## src/logic/rpl_cfg.svh

```systemverilog
// Timing and framing constants for the reversible pulse link port.
// Assumes a 100 MHz system clock; all cycle counts derive from it.
`ifndef RPL_CFG_SVH
`define RPL_CFG_SVH

`define RPL_CLK_NS          10
// Half-pulse durations as transmitted
`define RPL_LONG_HALF_NS    150
`define RPL_SHORT_HALF_NS   50
`define RPL_LONG_HALF_CYC   (`RPL_LONG_HALF_NS / `RPL_CLK_NS)
`define RPL_SHORT_HALF_CYC  (`RPL_SHORT_HALF_NS / `RPL_CLK_NS)
// Receiver: halves shorter than the filter are noise
`define RPL_FILT_NS         20
`define RPL_FILT_CYC        ((`RPL_FILT_NS + `RPL_CLK_NS - 1) / `RPL_CLK_NS)
// Receiver: a half at or above this is a long half
`define RPL_LONG_THR_NS     100
`define RPL_LONG_THR_CYC    (`RPL_LONG_THR_NS / `RPL_CLK_NS)
// Receiver: longest half accepted
`define RPL_WNDW_NS         250
`define RPL_WNDW_CYC        (`RPL_WNDW_NS / `RPL_CLK_NS)
// Wake-up qualification dwell
`define RPL_DWELL_NS        240
`define RPL_DWELL_CYC       ((`RPL_DWELL_NS + `RPL_CLK_NS - 1) / `RPL_CLK_NS)
// Port swap blockout after the last transmitted pulse
`define RPL_BLOCK_NS        2000
`define RPL_BLOCK_CYC       ((`RPL_BLOCK_NS + `RPL_CLK_NS - 1) / `RPL_CLK_NS)
// Window in which the master port listens for a returned bit
`define RPL_RET_WIN_NS      1000
`define RPL_RET_WIN_CYC     (`RPL_RET_WIN_NS / `RPL_CLK_NS)
// Idle timeout and wake time
`define RPL_IDLE_NS         5500000
`define RPL_IDLE_CYC        (`RPL_IDLE_NS / `RPL_CLK_NS)
`define RPL_WAKE_NS         100000
`define RPL_WAKE_CYC        ((`RPL_WAKE_NS + `RPL_CLK_NS - 1) / `RPL_CLK_NS)
// Framing
`define RPL_BYTE_BITS       8
`define RPL_CMD_BITS        32
`define RPL_OWN_BITS        64

`endif

```

## src/logic/rpl_pkg.sv

```systemverilog
// Types shared by the pulse link port modules.
// Assumes nothing of its surroundings.
`default_nettype none

package rpl_pkg;
  typedef enum logic [1:0] {RPL_SLEEP, RPL_WAKING, RPL_READY, RPL_ACTIVE}
    rpl_state_t;
  typedef enum logic [1:0] {RPL_PH_IDLE, RPL_PH_FIRST, RPL_PH_SECOND}
    rpl_phase_t;
endpackage

`default_nettype wire

```

## src/logic/rpl_pulse_rx.sv

```systemverilog
// Pulse classifier for one differential port.
// Inputs are comparator levels from outside the clock domain.
`include "rpl_cfg.svh"
`default_nettype none

module rpl_pulse_rx (
  input  wire logic clk_sys,
  input  wire logic resetn,
  input  wire logic pos_line,
  input  wire logic neg_line,
  input  wire logic mask,
  output logic      long_pos,
  output logic      long_neg,
  output logic      short_pos,
  output logic      short_neg,
  output logic      wake,
  output logic      act
);

  localparam logic [7:0] FILT  = 8'(`RPL_FILT_CYC);
  localparam logic [7:0] THR   = 8'(`RPL_LONG_THR_CYC);
  localparam logic [7:0] WNDW  = 8'(`RPL_WNDW_CYC);
  localparam logic [7:0] DWELL = 8'(`RPL_DWELL_CYC);

  typedef struct packed {
    logic [1:0]          s1;
    logic [1:0]          s2;
    logic [1:0]          prev;
    rpl_pkg::rpl_phase_t ph;
    logic                neg;
    logic                lng;
    logic [7:0]          cnt;
    logic [7:0]          dwell;
    logic [3:0]          ev;
    logic                wake;
    logic                act;
  } rpl_rx_t;

  rpl_rx_t r;
  rpl_rx_t n;
  logic    pl;
  logic    nl;
  logic    same;

  ////////////////////////////////////////////////////////////////////////////
  always_comb
  begin
    n = r;
    n.s1 = {pos_line, neg_line};
    n.s2 = r.s1;
    n.prev = r.s2;
    n.ev = 4'h0;
    n.wake = 1'b0;
    // Both comparators high is common mode, not a differential level
    pl = (r.s2 == 2'b10);
    nl = (r.s2 == 2'b01);
    same = (r.s2 == r.prev);
    n.act = !same;
    if ((pl || nl) && same)
    begin
      if (r.dwell != 8'hFF)
        n.dwell = r.dwell + 8'h01;
      if (r.dwell == DWELL - 8'h01)
        n.wake = 1'b1;
    end
    else
      n.dwell = 8'h00;
    case (r.ph)
      rpl_pkg::RPL_PH_IDLE:
      begin
        if (pl || nl)
        begin
          n.ph = rpl_pkg::RPL_PH_FIRST;
          n.neg = nl;
          n.cnt = 8'h01;
        end
      end
      rpl_pkg::RPL_PH_FIRST:
      begin
        if ((r.neg && nl) || (!r.neg && pl))
        begin
          n.cnt = r.cnt + 8'h01;
          if (r.cnt >= WNDW)
            n.ph = rpl_pkg::RPL_PH_IDLE;
        end
        else if (((r.neg && pl) || (!r.neg && nl)) && r.cnt >= FILT)
        begin
          n.lng = (r.cnt >= THR);
          n.ph = rpl_pkg::RPL_PH_SECOND;
          n.cnt = 8'h01;
        end
        else
          n.ph = rpl_pkg::RPL_PH_IDLE;
      end
      rpl_pkg::RPL_PH_SECOND:
      begin
        if ((r.neg && pl) || (!r.neg && nl))
        begin
          n.cnt = r.cnt + 8'h01;
          if (r.cnt >= WNDW)
            n.ph = rpl_pkg::RPL_PH_IDLE;
        end
        else
        begin
          n.ph = rpl_pkg::RPL_PH_IDLE;
          if (r.cnt >= FILT)
            n.ev = {r.lng && !r.neg, r.lng && r.neg,
                    !r.lng && !r.neg, !r.lng && r.neg};
        end
      end
      default: n.ph = rpl_pkg::RPL_PH_IDLE;
    endcase
    // Own transmission echoes on the comparators and must not decode
    if (mask)
    begin
      n.ph = rpl_pkg::RPL_PH_IDLE;
      n.ev = 4'h0;
    end
  end

  ////////////////////////////////////////////////////////////////////////////
  always_ff @(posedge clk_sys or negedge resetn)
  begin
    if (!resetn)
      r <= '0;
    else
      r <= n;
  end

  assign long_pos  = r.ev[3];
  assign long_neg  = r.ev[2];
  assign short_pos = r.ev[1];
  assign short_neg = r.ev[0];
  assign wake      = r.wake;
  assign act       = r.act;

endmodule

`default_nettype wire

```

## src/logic/rpl_link_port.sv

```systemverilog
// Reversible pulse link port: direction control, wake and idle handling,
// pulse forwarding, read return and byte framing.
// Assumes a command decoder and data source in the core on clk_sys.
`include "rpl_cfg.svh"
`default_nettype none

module rpl_link_port #(
  parameter int IDLE_CYC = `RPL_IDLE_CYC,
  parameter int WAKE_CYC = `RPL_WAKE_CYC,
  parameter int OWN_BITS = `RPL_OWN_BITS
) (
  input  wire logic       clk_sys,
  input  wire logic       resetn,
  input  wire logic       port_a_mode_select,
  input  wire logic       port_a_pos_line,
  input  wire logic       port_a_neg_line,
  input  wire logic       port_b_pos_line,
  input  wire logic       port_b_neg_line,
  input  wire logic       spi_csb_n,
  input  wire logic       spi_sck,
  input  wire logic       spi_sdi,
  input  wire logic       read_cmd,
  input  wire logic       own_rd_bit,
  output logic            port_a_pos_drive,
  output logic            port_a_neg_drive,
  output logic            port_a_line_oe,
  output logic            port_b_pos_drive,
  output logic            port_b_neg_drive,
  output logic            port_b_line_oe,
  output logic            spi_sdo,
  output logic            int_csb_n,
  output logic            int_sdi,
  output logic            int_sck,
  output logic [7:0]      rx_byte,
  output logic            rx_byte_valid,
  output logic            write_commit,
  output logic            own_rd_take,
  output logic            link_ready,
  output logic            link_awake,
  output logic            slave_is_b
);

  localparam logic [7:0]  LONG_H  = 8'(`RPL_LONG_HALF_CYC - 1);
  localparam logic [7:0]  SHORT_H = 8'(`RPL_SHORT_HALF_CYC - 1);
  localparam logic [15:0] BLOCK   = 16'(`RPL_BLOCK_CYC);
  localparam logic [7:0]  RET_END = 8'(`RPL_RET_WIN_CYC - 1);
  localparam logic [15:0] CMD_B   = 16'(`RPL_CMD_BITS);
  localparam logic [23:0] IDLE_E  = 24'(IDLE_CYC - 1);
  localparam logic [23:0] WAKE_E  = 24'(WAKE_CYC - 1);
  localparam logic [15:0] OWN_N   = 16'(OWN_BITS);

  typedef struct packed {
    rpl_pkg::rpl_state_t             st;
    logic                            mode_s1;
    logic                            mode_s2;
    logic [2:0]                      spi_s1;
    logic [2:0]                      spi_s2;
    logic [2:0]                      spi_prev;
    logic                            wake_a;
    logic                            slave_b;
    logic [23:0]                     idle;
    logic [23:0]                     wcnt;
    logic [15:0]                     blk;
    logic [1:0][7:0]                 tx_cnt;
    logic [1:0][1:0]                 tx_ph;
    logic [1:0]                      tx_neg;
    logic [1:0]                      tx_long;
    logic [1:0]                      dp;
    logic [1:0]                      dn;
    logic                            ret_wait;
    logic [7:0]                      ret_cnt;
    logic                            ret_bit;
    logic                            rd;
    logic [15:0]                     bits;
    logic [15:0]                     own;
    logic [7:0]                      sh;
    logic                            csb;
    logic                            sdi;
    logic                            sck;
    logic [7:0]                      byte_r;
    logic                            byte_vld;
    logic                            commit;
    logic                            take;
    logic                            sdo;
    logic [1:0]                      oe;
    logic                            rdy;
    logic                            awk;
  } rpl_port_t;

  rpl_port_t  r;
  rpl_port_t  n;
  logic [1:0] lpos;
  logic [1:0] lneg;
  logic [1:0] spos;
  logic [1:0] sneg;
  logic [1:0] wake;
  logic [1:0] act;
  logic [1:0] rq;
  logic [1:0] rq_neg;
  logic [1:0] rq_long;
  logic       iso;
  logic       s;
  logic       m;
  logic       spi_act;
  logic       csb_fall;
  logic       csb_rise;
  logic       sck_rise;
  logic       got_bit;
  logic       bit_val;
  logic       out_v;
  logic       out_b;
  logic       rd_now;
  logic       end_frame;

  ////////////////////////////////////////////////////////////////////////////
  rpl_pulse_rx u_rx_a (
    .clk_sys   (clk_sys),
    .resetn    (resetn),
    .pos_line  (port_a_pos_line),
    .neg_line  (port_a_neg_line),
    .mask      (r.tx_ph[0] != 2'h0),
    .long_pos  (lpos[0]),
    .long_neg  (lneg[0]),
    .short_pos (spos[0]),
    .short_neg (sneg[0]),
    .wake      (wake[0]),
    .act       (act[0])
  );

  rpl_pulse_rx u_rx_b (
    .clk_sys   (clk_sys),
    .resetn    (resetn),
    .pos_line  (port_b_pos_line),
    .neg_line  (port_b_neg_line),
    .mask      (r.tx_ph[1] != 2'h0),
    .long_pos  (lpos[1]),
    .long_neg  (lneg[1]),
    .short_pos (spos[1]),
    .short_neg (sneg[1]),
    .wake      (wake[1]),
    .act       (act[1])
  );

  ////////////////////////////////////////////////////////////////////////////
  always_comb
  begin
    n = r;
    rq = 2'h0;
    rq_neg = 2'h0;
    rq_long = 2'h0;
    got_bit = 1'b0;
    bit_val = 1'b0;
    out_v = 1'b0;
    out_b = 1'b1;
    rd_now = 1'b0;
    end_frame = 1'b0;
    n.mode_s1 = port_a_mode_select;
    n.mode_s2 = r.mode_s1;
    n.spi_s1 = {spi_csb_n, spi_sck, spi_sdi};
    n.spi_s2 = r.spi_s1;
    n.spi_prev = r.spi_s2;
    n.sck = 1'b0;
    n.byte_vld = 1'b0;
    n.commit = 1'b0;
    n.take = 1'b0;
    iso = r.mode_s2;
    s = r.slave_b;
    m = !r.slave_b;
    spi_act = !iso && (r.spi_s2[2:1] != r.spi_prev[2:1]);
    csb_fall = !iso && r.spi_prev[2] && !r.spi_s2[2];
    csb_rise = !iso && !r.spi_prev[2] && r.spi_s2[2];
    sck_rise = !iso && !r.spi_prev[1] && r.spi_s2[1] && !r.spi_s2[2];

    // Activity timer and blockout timer
    if (act[0] || act[1] || spi_act)
      n.idle = 24'h000000;
    else if (r.idle != IDLE_E)
      n.idle = r.idle + 24'h000001;
    if (r.blk != 16'h0000)
      n.blk = r.blk - 16'h0001;

    case (r.st)
      rpl_pkg::RPL_SLEEP:
      begin
        n.csb = 1'b1;
        if (wake[1] || (iso ? wake[0] : spi_act))
        begin
          n.st = rpl_pkg::RPL_WAKING;
          n.wake_a = !wake[1];
          n.wcnt = 24'h000000;
          n.idle = 24'h000000;
        end
      end
      rpl_pkg::RPL_WAKING:
      begin
        if (r.wcnt == WAKE_E)
        begin
          n.st = rpl_pkg::RPL_READY;
          // Only a wake from below is passed up the chain
          rq[1] = r.wake_a;
          rq_long[1] = 1'b1;
        end
        else
          n.wcnt = r.wcnt + 24'h000001;
      end
      rpl_pkg::RPL_READY:
      begin
        // Wake pulses are absorbed here, nothing is re-sent
        n.csb = 1'b1;
        n.rd = 1'b0;
        n.bits = 16'h0000;
        n.own = 16'h0000;
        if (iso && (lneg[0] || lneg[1]))
        begin
          n.st = rpl_pkg::RPL_ACTIVE;
          n.slave_b = !lneg[0];
          n.csb = 1'b0;
          rq[lneg[0]] = 1'b1;
          rq_neg[lneg[0]] = 1'b1;
          rq_long[lneg[0]] = 1'b1;
        end
        else if (csb_fall)
        begin
          n.st = rpl_pkg::RPL_ACTIVE;
          n.slave_b = 1'b0;
          n.csb = 1'b0;
          rq[1] = 1'b1;
          rq_neg[1] = 1'b1;
          rq_long[1] = 1'b1;
        end
      end
      rpl_pkg::RPL_ACTIVE:
      begin
        n.csb = 1'b0;
        if (iso)
        begin
          if (lpos[s])
            end_frame = 1'b1;
          else if (lneg[m] && r.blk == 16'h0000)
          begin
            // Host reclaims the chain from the other end
            n.slave_b = m;
            n.bits = 16'h0000;
            n.own = 16'h0000;
            n.rd = 1'b0;
            n.ret_wait = 1'b0;
            rq[s] = 1'b1;
            rq_neg[s] = 1'b1;
            rq_long[s] = 1'b1;
          end
          // Long pulses on the master inside blockout fall through here
          else if (spos[s] || sneg[s])
          begin
            got_bit = 1'b1;
            bit_val = spos[s];
          end
        end
        else if (csb_rise)
          end_frame = 1'b1;
        else if (sck_rise)
        begin
          got_bit = 1'b1;
          bit_val = r.spi_s2[0];
        end
        if (end_frame)
        begin
          n.st = rpl_pkg::RPL_READY;
          n.csb = 1'b1;
          n.rd = 1'b0;
          n.ret_wait = 1'b0;
          rq[m] = 1'b1;
          rq_long[m] = 1'b1;
          // Partial bytes are dropped; select held low through the frame
          if (!r.rd && r.bits != 16'h0000 && r.bits[2:0] == 3'h0)
            n.commit = 1'b1;
        end
      end
      default: n.st = rpl_pkg::RPL_SLEEP;
    endcase

    ////////////////////////////////////////////////////////////////////////
    // Bit framing, forwarding and read data selection
    if (got_bit)
    begin
      n.sdi = bit_val;
      n.sck = 1'b1;
      n.sh = {r.sh[6:0], bit_val};
      n.bits = r.bits + 16'h0001;
      if (r.bits[2:0] == 3'h7)
      begin
        n.byte_vld = 1'b1;
        n.byte_r = {r.sh[6:0], bit_val};
      end
      rq[m] = 1'b1;
      rq_neg[m] = !bit_val;
      rd_now = r.rd || (r.bits == CMD_B && read_cmd);
      if (r.bits == CMD_B)
        n.rd = read_cmd;
      if (rd_now && r.own != OWN_N)
      begin
        out_v = 1'b1;
        out_b = own_rd_bit;
        n.take = 1'b1;
        n.own = r.own + 16'h0001;
      end
      else if (rd_now)
      begin
        // Bits from above arrive on the master after forwarding
        n.ret_wait = 1'b1;
        n.ret_cnt = 8'h00;
        n.ret_bit = 1'b1;
      end
    end
    if (r.ret_wait && !end_frame)
    begin
      if (sneg[m])
        n.ret_bit = 1'b0;
      if (r.ret_cnt == RET_END)
      begin
        n.ret_wait = 1'b0;
        out_v = 1'b1;
        out_b = r.ret_bit && !sneg[m];
      end
      else
        n.ret_cnt = r.ret_cnt + 8'h01;
    end
    if (out_v)
    begin
      n.sdo = out_b;
      if (iso && !out_b)
      begin
        rq[s] = 1'b1;
        rq_neg[s] = 1'b1;
        rq_long[s] = 1'b0;
      end
    end

    ////////////////////////////////////////////////////////////////////////
    // Pulse transmitters; a request on a busy port is dropped, so the
    // far end must space its pulses by at least one pulse length
    for (int p = 0; p < 2; p++)
    begin
      if (r.tx_ph[p] == 2'h0)
      begin
        if (rq[p])
        begin
          n.tx_ph[p] = 2'h1;
          n.tx_neg[p] = rq_neg[p];
          n.tx_long[p] = rq_long[p];
          n.tx_cnt[p] = rq_long[p] ? LONG_H : SHORT_H;
        end
      end
      else if (r.tx_cnt[p] != 8'h00)
        n.tx_cnt[p] = r.tx_cnt[p] - 8'h01;
      else if (r.tx_ph[p] == 2'h1)
      begin
        n.tx_ph[p] = 2'h2;
        n.tx_cnt[p] = r.tx_long[p] ? LONG_H : SHORT_H;
      end
      else
      begin
        n.tx_ph[p] = 2'h0;
        n.blk = BLOCK;
      end
      n.dp[p] = (n.tx_ph[p] == 2'h1 && !n.tx_neg[p]) ||
                (n.tx_ph[p] == 2'h2 && n.tx_neg[p]);
      n.dn[p] = (n.tx_ph[p] == 2'h1 && n.tx_neg[p]) ||
                (n.tx_ph[p] == 2'h2 && !n.tx_neg[p]);
    end

    // Idle entry overrides everything else
    if (r.st != rpl_pkg::RPL_SLEEP && r.idle == IDLE_E)
    begin
      n.st = rpl_pkg::RPL_SLEEP;
      n.csb = 1'b1;
      n.rd = 1'b0;
      n.ret_wait = 1'b0;
    end
    // Status outputs are registered copies, not decodes of state
    n.oe = n.dp | n.dn;
    n.rdy = (n.st == rpl_pkg::RPL_READY) || (n.st == rpl_pkg::RPL_ACTIVE);
    n.awk = (n.st != rpl_pkg::RPL_SLEEP);
  end

  ////////////////////////////////////////////////////////////////////////////
  always_ff @(posedge clk_sys or negedge resetn)
  begin
    if (!resetn)
    begin
      r <= '0;
      r.csb <= 1'b1;
      r.ret_bit <= 1'b1;
      r.sdo <= 1'b1;
      // Select idles high; a zero here would look like a select edge
      r.spi_s1 <= 3'h4;
      r.spi_s2 <= 3'h4;
      r.spi_prev <= 3'h4;
    end
    else
      r <= n;
  end

  assign port_a_pos_drive = r.dp[0];
  assign port_a_neg_drive = r.dn[0];
  assign port_a_line_oe   = r.oe[0];
  assign port_b_pos_drive = r.dp[1];
  assign port_b_neg_drive = r.dn[1];
  assign port_b_line_oe   = r.oe[1];
  assign spi_sdo          = r.sdo;
  assign int_csb_n        = r.csb;
  assign int_sdi          = r.sdi;
  assign int_sck          = r.sck;
  assign rx_byte          = r.byte_r;
  assign rx_byte_valid    = r.byte_vld;
  assign write_commit     = r.commit;
  assign own_rd_take      = r.take;
  assign link_ready       = r.rdy;
  assign link_awake       = r.awk;
  assign slave_is_b       = r.slave_b;

endmodule

`default_nettype wire

```

## config.mk

```make
export PLATFORM = sky130hd
export DESIGN_NAME = rpl_link_port
export DESIGN_NICKNAME = d
export VERILOG_FILES = /design/src/logic/rpl_pkg.sv /design/src/logic/rpl_pulse_rx.sv /design/src/logic/rpl_link_port.sv
export VERILOG_INCLUDE_DIRS = /design/src /design/src/logic
export SDC_FILE = /design/constraint.sdc
export NUM_CORES = 1
export LEC_CHECK = 0
export ABC_AREA = 0
export BUFFER_PORTS_ARGS = -buffer_cell sky130_fd_sc_hd__buf_2
export CORE_ASPECT_RATIO = 1.75
export CORE_MARGIN = 2
export CORE_UTILIZATION = 40
export CTS_BUF_LIST = sky130_fd_sc_hd__clkbuf_16
export CTS_CLUSTER_SIZE = 28
export DETAILED_ROUTE_END_ITERATION = 6
export PLACE_DENSITY = 0.55
export SKIP_LAST_GASP = 1
export SYNTH_ARGS = -nofsm -noshare
export SYNTH_HDL_FRONTEND = slang
export SYNTH_SLANG_ARGS = --single-unit
```

## constraint.sdc

```tcl
create_clock -name clk_sys -period 7.3 [get_ports clk_sys]
set_clock_uncertainty 0.2 [all_clocks]
set_input_delay 1.46 -clock clk_sys [delete_from_list [all_inputs] [get_ports clk_sys]]
set_output_delay 1.46 -clock clk_sys [all_outputs]
set_load 0.01 [all_outputs]
```

==> flow_summary_export.csv <==
group,metric,value,unit
synthesis,synth.lib_cells_used.distinct,82,
power,cell_internal_pwr,2160,uW
sta,finalSetupViolations,0,
power,power_frac_comb,6.7,%
synthesis,post_synth_instance_area,12000,um^2
min_path,hp-start,"u_rx_b.n[28]",
job,drv.max_cap_violation_count,0,
synthesis,synthesis.nets,1286,
critical_path,largest_fanout_of_any_net_on_the_critical_path,18,
synthesis,synth.top_cells.by_area,"sky130_fd_sc_hd__dfrtp_1, sky130_fd_sc_hd__nor2_1, sky130_fd_sc_hd__nand2_1",
critical_path,criticalPathCategory,"reg -> reg",
global_routing,grt_max_degree,100,
die,core.rowCount,83,
global_routing,grtUsageTotal,17.1,%
cts,ctsRootBufferMaster,"sky130_fd_sc_hd__clkbuf_16",
critical_path,timing.critical_path.cells,"mux2i_1 -> a41oi_1 -> a21oi_1 -> nand2_2 -> inv_2 -> nand2_1 -> o21ai_0 -> o32a_2 -> mux2_1",
critical_path,rr_startpoint,"slave_is_b",
sta,final_hold_viol_count,0,
global_routing,first_pass_grt_wire_length,44200,um
sta,fin_ws,3640,ps
power,p_switching,699,uW
die,floorplan.initialDensity,40.8,%
sta,grt_setup_unrepaired,"false",
drt,detail_route.vias_per_cell,5.34,
critical_path,crit_arrival,3870,ps
critical_path,timing.critical_path.from,"slave_is_b",
synthesis,synth_enable_flop_cells,0,
cts,cts.sinks,238,
placement,finalWeightedCongestion,0.833,
cts,maximum_number_of_buffers_from_clock_root_to_sink,3,
cts,cts_tree,"built",
drt,drt_pass1_iterations,4,
placement,post-place-ws,3430,ps
synthesis,synth-async-reset-ratio,100,%
die,die_height,233,um
sta,period_needed,3660,ps
cells_and_area,final_layout_size_suffix_gt1_share,10.0,%
synthesis,post-synth-top-area-fraction,48.5,%
synthesis,synth_most_common_cell,"sky130_fd_sc_hd__dfrtp_1",
drt,route.detailed.wl_per_inst,15.5,um
critical_path,worst_setup_path_start_kind,"flip-flop",
placement,buffer_ports.inserted,35,
outcome,run_status,"completed",
power,power.share.switching,24.4,%
cells_and_area,regArea,5960,um^2
cells_and_area,n_fill_cell,2815,
cts,cts.hold.buffers_added,0,
cts,inserted_clock_buffers,24,
critical_path,critPathSlowestCell,"sky130_fd_sc_hd__dfrtp_1",
drt,route.antenna.remaining_nets,0,
placement,place.detailed.hpwl,18200,um
cts,cts_resized,0,
die,die_outline_area,31400,um^2
synthesis,synth_area_leader_cell,"sky130_fd_sc_hd__dfrtp_1",
global_routing,globalRoute.totalOverflow,0,
drt,route.vias.total,8862,
drt,wl,25700,um
critical_path,worstPathRequired,7520,ps
synthesis,synth_cells,1239,
sta,final-max-slew-violation-count,0,
critical_path,endpoint_kind,"flip-flop",
min_path,hp-class,"reg -> reg",
cells_and_area,multiInputGateArea,5630,um^2
synthesis,synth-seq-cells,238,
sta,max_clock_freq,274,MHz
drt,drc,0,
power,power.sequential.fraction,49.1,%
synthesis,synth_top_cells_by_count,"sky130_fd_sc_hd__dfrtp_1, sky130_fd_sc_hd__nor2_1, sky130_fd_sc_hd__nand2_1",
die,die_w,135,um
synthesis,postSynthAreaPerCell,9.67,um^2
sta,timing.slew.headroom,36.9,%
sta,post-route-period-util,50.1,%
drt,drt_iter0_drc,373,
die,floorplan.core_area,29400,um^2
power,ir_worst_vdd,0.170,mV
cells_and_area,diode_insertion_count_for_antenna_repair,0,
critical_path,critical_path.n_buffers_inverters,1,
power,pwr_density_cell,216,nW/um^2
critical_path,slowest_delay,770,ps
sta,timing_worst_slew_pin_value,946,ps
sta,hold_ws,149,ps
cts,cts.reportedPaths.clkPinSlew,70,ps
sta,setup-tns-final,0,ps
cts,clock_insertion_delay_worst_skew,530,ps
synthesis,yosysSeqAreaShare,49.8,%
cells_and_area,syn2layout_area_growth,10.7,%
global_routing,grt_antenna_before_repair,0,
cts,cts_htree_levels,1,
global_routing,vias_in_the_first_global_route,8997,
synthesis,synthFlopType,"sky130_fd_sc_hd__dfrtp_1",
critical_path,timing.critical_path.max_delay_family,"compound AO/OA/AOI/OAI gates",
die,design.portCount,36,
cells_and_area,layout.nets,1308,
power,cellLeakagePower,0.00602,uW
cts,post_cts_repair_setup_buffers,0,
synthesis,ys_warn_count,0,
power,power.share.clock,44.2,%
-- per-stage QoR --
step / cell area [um^2] / total power [uW] / utilization, % / cells
final: 13300 / 2860 / 45.1 / 1661
after global placement: 12500 / 1620 / 42.4 / 1617
after global routing: 13300 / 2990 / 45.1 / 1661
after floorplan: 12000 / 1550 / - / 1239
after CTS: 13300 / 2910 / 45.1 / 1661
after detailed placement: 12500 / 1620 / 42.4 / 1617
-- state kept, by name, summed over array words and instances (netlist names), 4 cells and up --
name and cells:
r 143, u_rx_a.r 22, u_rx_b.r 22, rx_byte 8, n 7, u_rx_a.n 4
u_rx_b.n 4
-- worst paths after layout --
path	to	slack, ps	cells after the start
setup / recovery	port_b_neg_drive	3640	9
hold / removal	u_rx_b.n[26]	150	0
setup reg to reg	port_b_neg_drive	3640	9
hold reg to reg	u_rx_b.n[26]	150	0
max in group asynchronous	r[86]	4700	2
min in group asynchronous	u_rx_a.r[18]	710	1
-- routing by layer --
metal	wire length [um]	GRT usage (%)
met1	10600	19.8
met3	718	2.14
met4	798	6.22
met2	13600	31.7
met5	0	0
-- worst register-to-register path: cells and delay by family (launching register included) --
kind	cells	cell delay, ps
and+or+nand+nor	2	380
muxes	2	770
buffers and inverters	1	310
DFF	1	770
AOI/OAI and AO/OA	4	1110
-- cells in the final DEF, fill, tap and decap left out, drive strengths merged, types with 30 or more instances in the layout --
master,count
nand3,54
xnor2,30
nand2,144
nor3,34
a21oi,44
inv,53
o21ai,91
buf,38
xor2,51
dfrtp,232
nor2,148
ha,35
-- area by class of cell --
type / count / share of cell area, %
Clock inverter: 19 / 1.31
Sequential cell: 238 / 45.0
Inverter: 49 / 1.40
Tap cell: 382 / 3.60
Timing Repair Buffer: 38 / 1.57
Clock buffer: 25 / 4.72
Multi-Input combinational cell: 910 / 42.5
-- power by group through the flow --
| stage | logic, uW | clock network (uW) | registers (uW) |
|---|---|---|---|
| after floorplan | 141 | 0 | 1410 |
| after global placement | 194 | 0 | 1430 |
| after detailed placement | 196 | 0 | 1430 |
| after CTS | 198 | 1310 | 1400 |
| after global routing | 225 | 1360 | 1410 |
| final | 192 | 1260 | 1400 |
-- kinds of logic (layout without fill, tap and decap cells) --
family | count (synthesis) | after routing | synth area share, %
flip-flops | 238 | 238 | 49.8
adder cells (fa/ha/maj) | 35 | 35 | 3.66
AND/OR/NAND/NOR | 547 | 547 | 23.2
buffers and inverters | 91 | 131 | 3.21
XOR/XNOR | 81 | 81 | 5.92
AO/OA/AOI/OAI | 220 | 220 | 11.8
multiplexers | 27 | 27 | 2.44
Note: power is estimated with default switching activity, not from simulation.
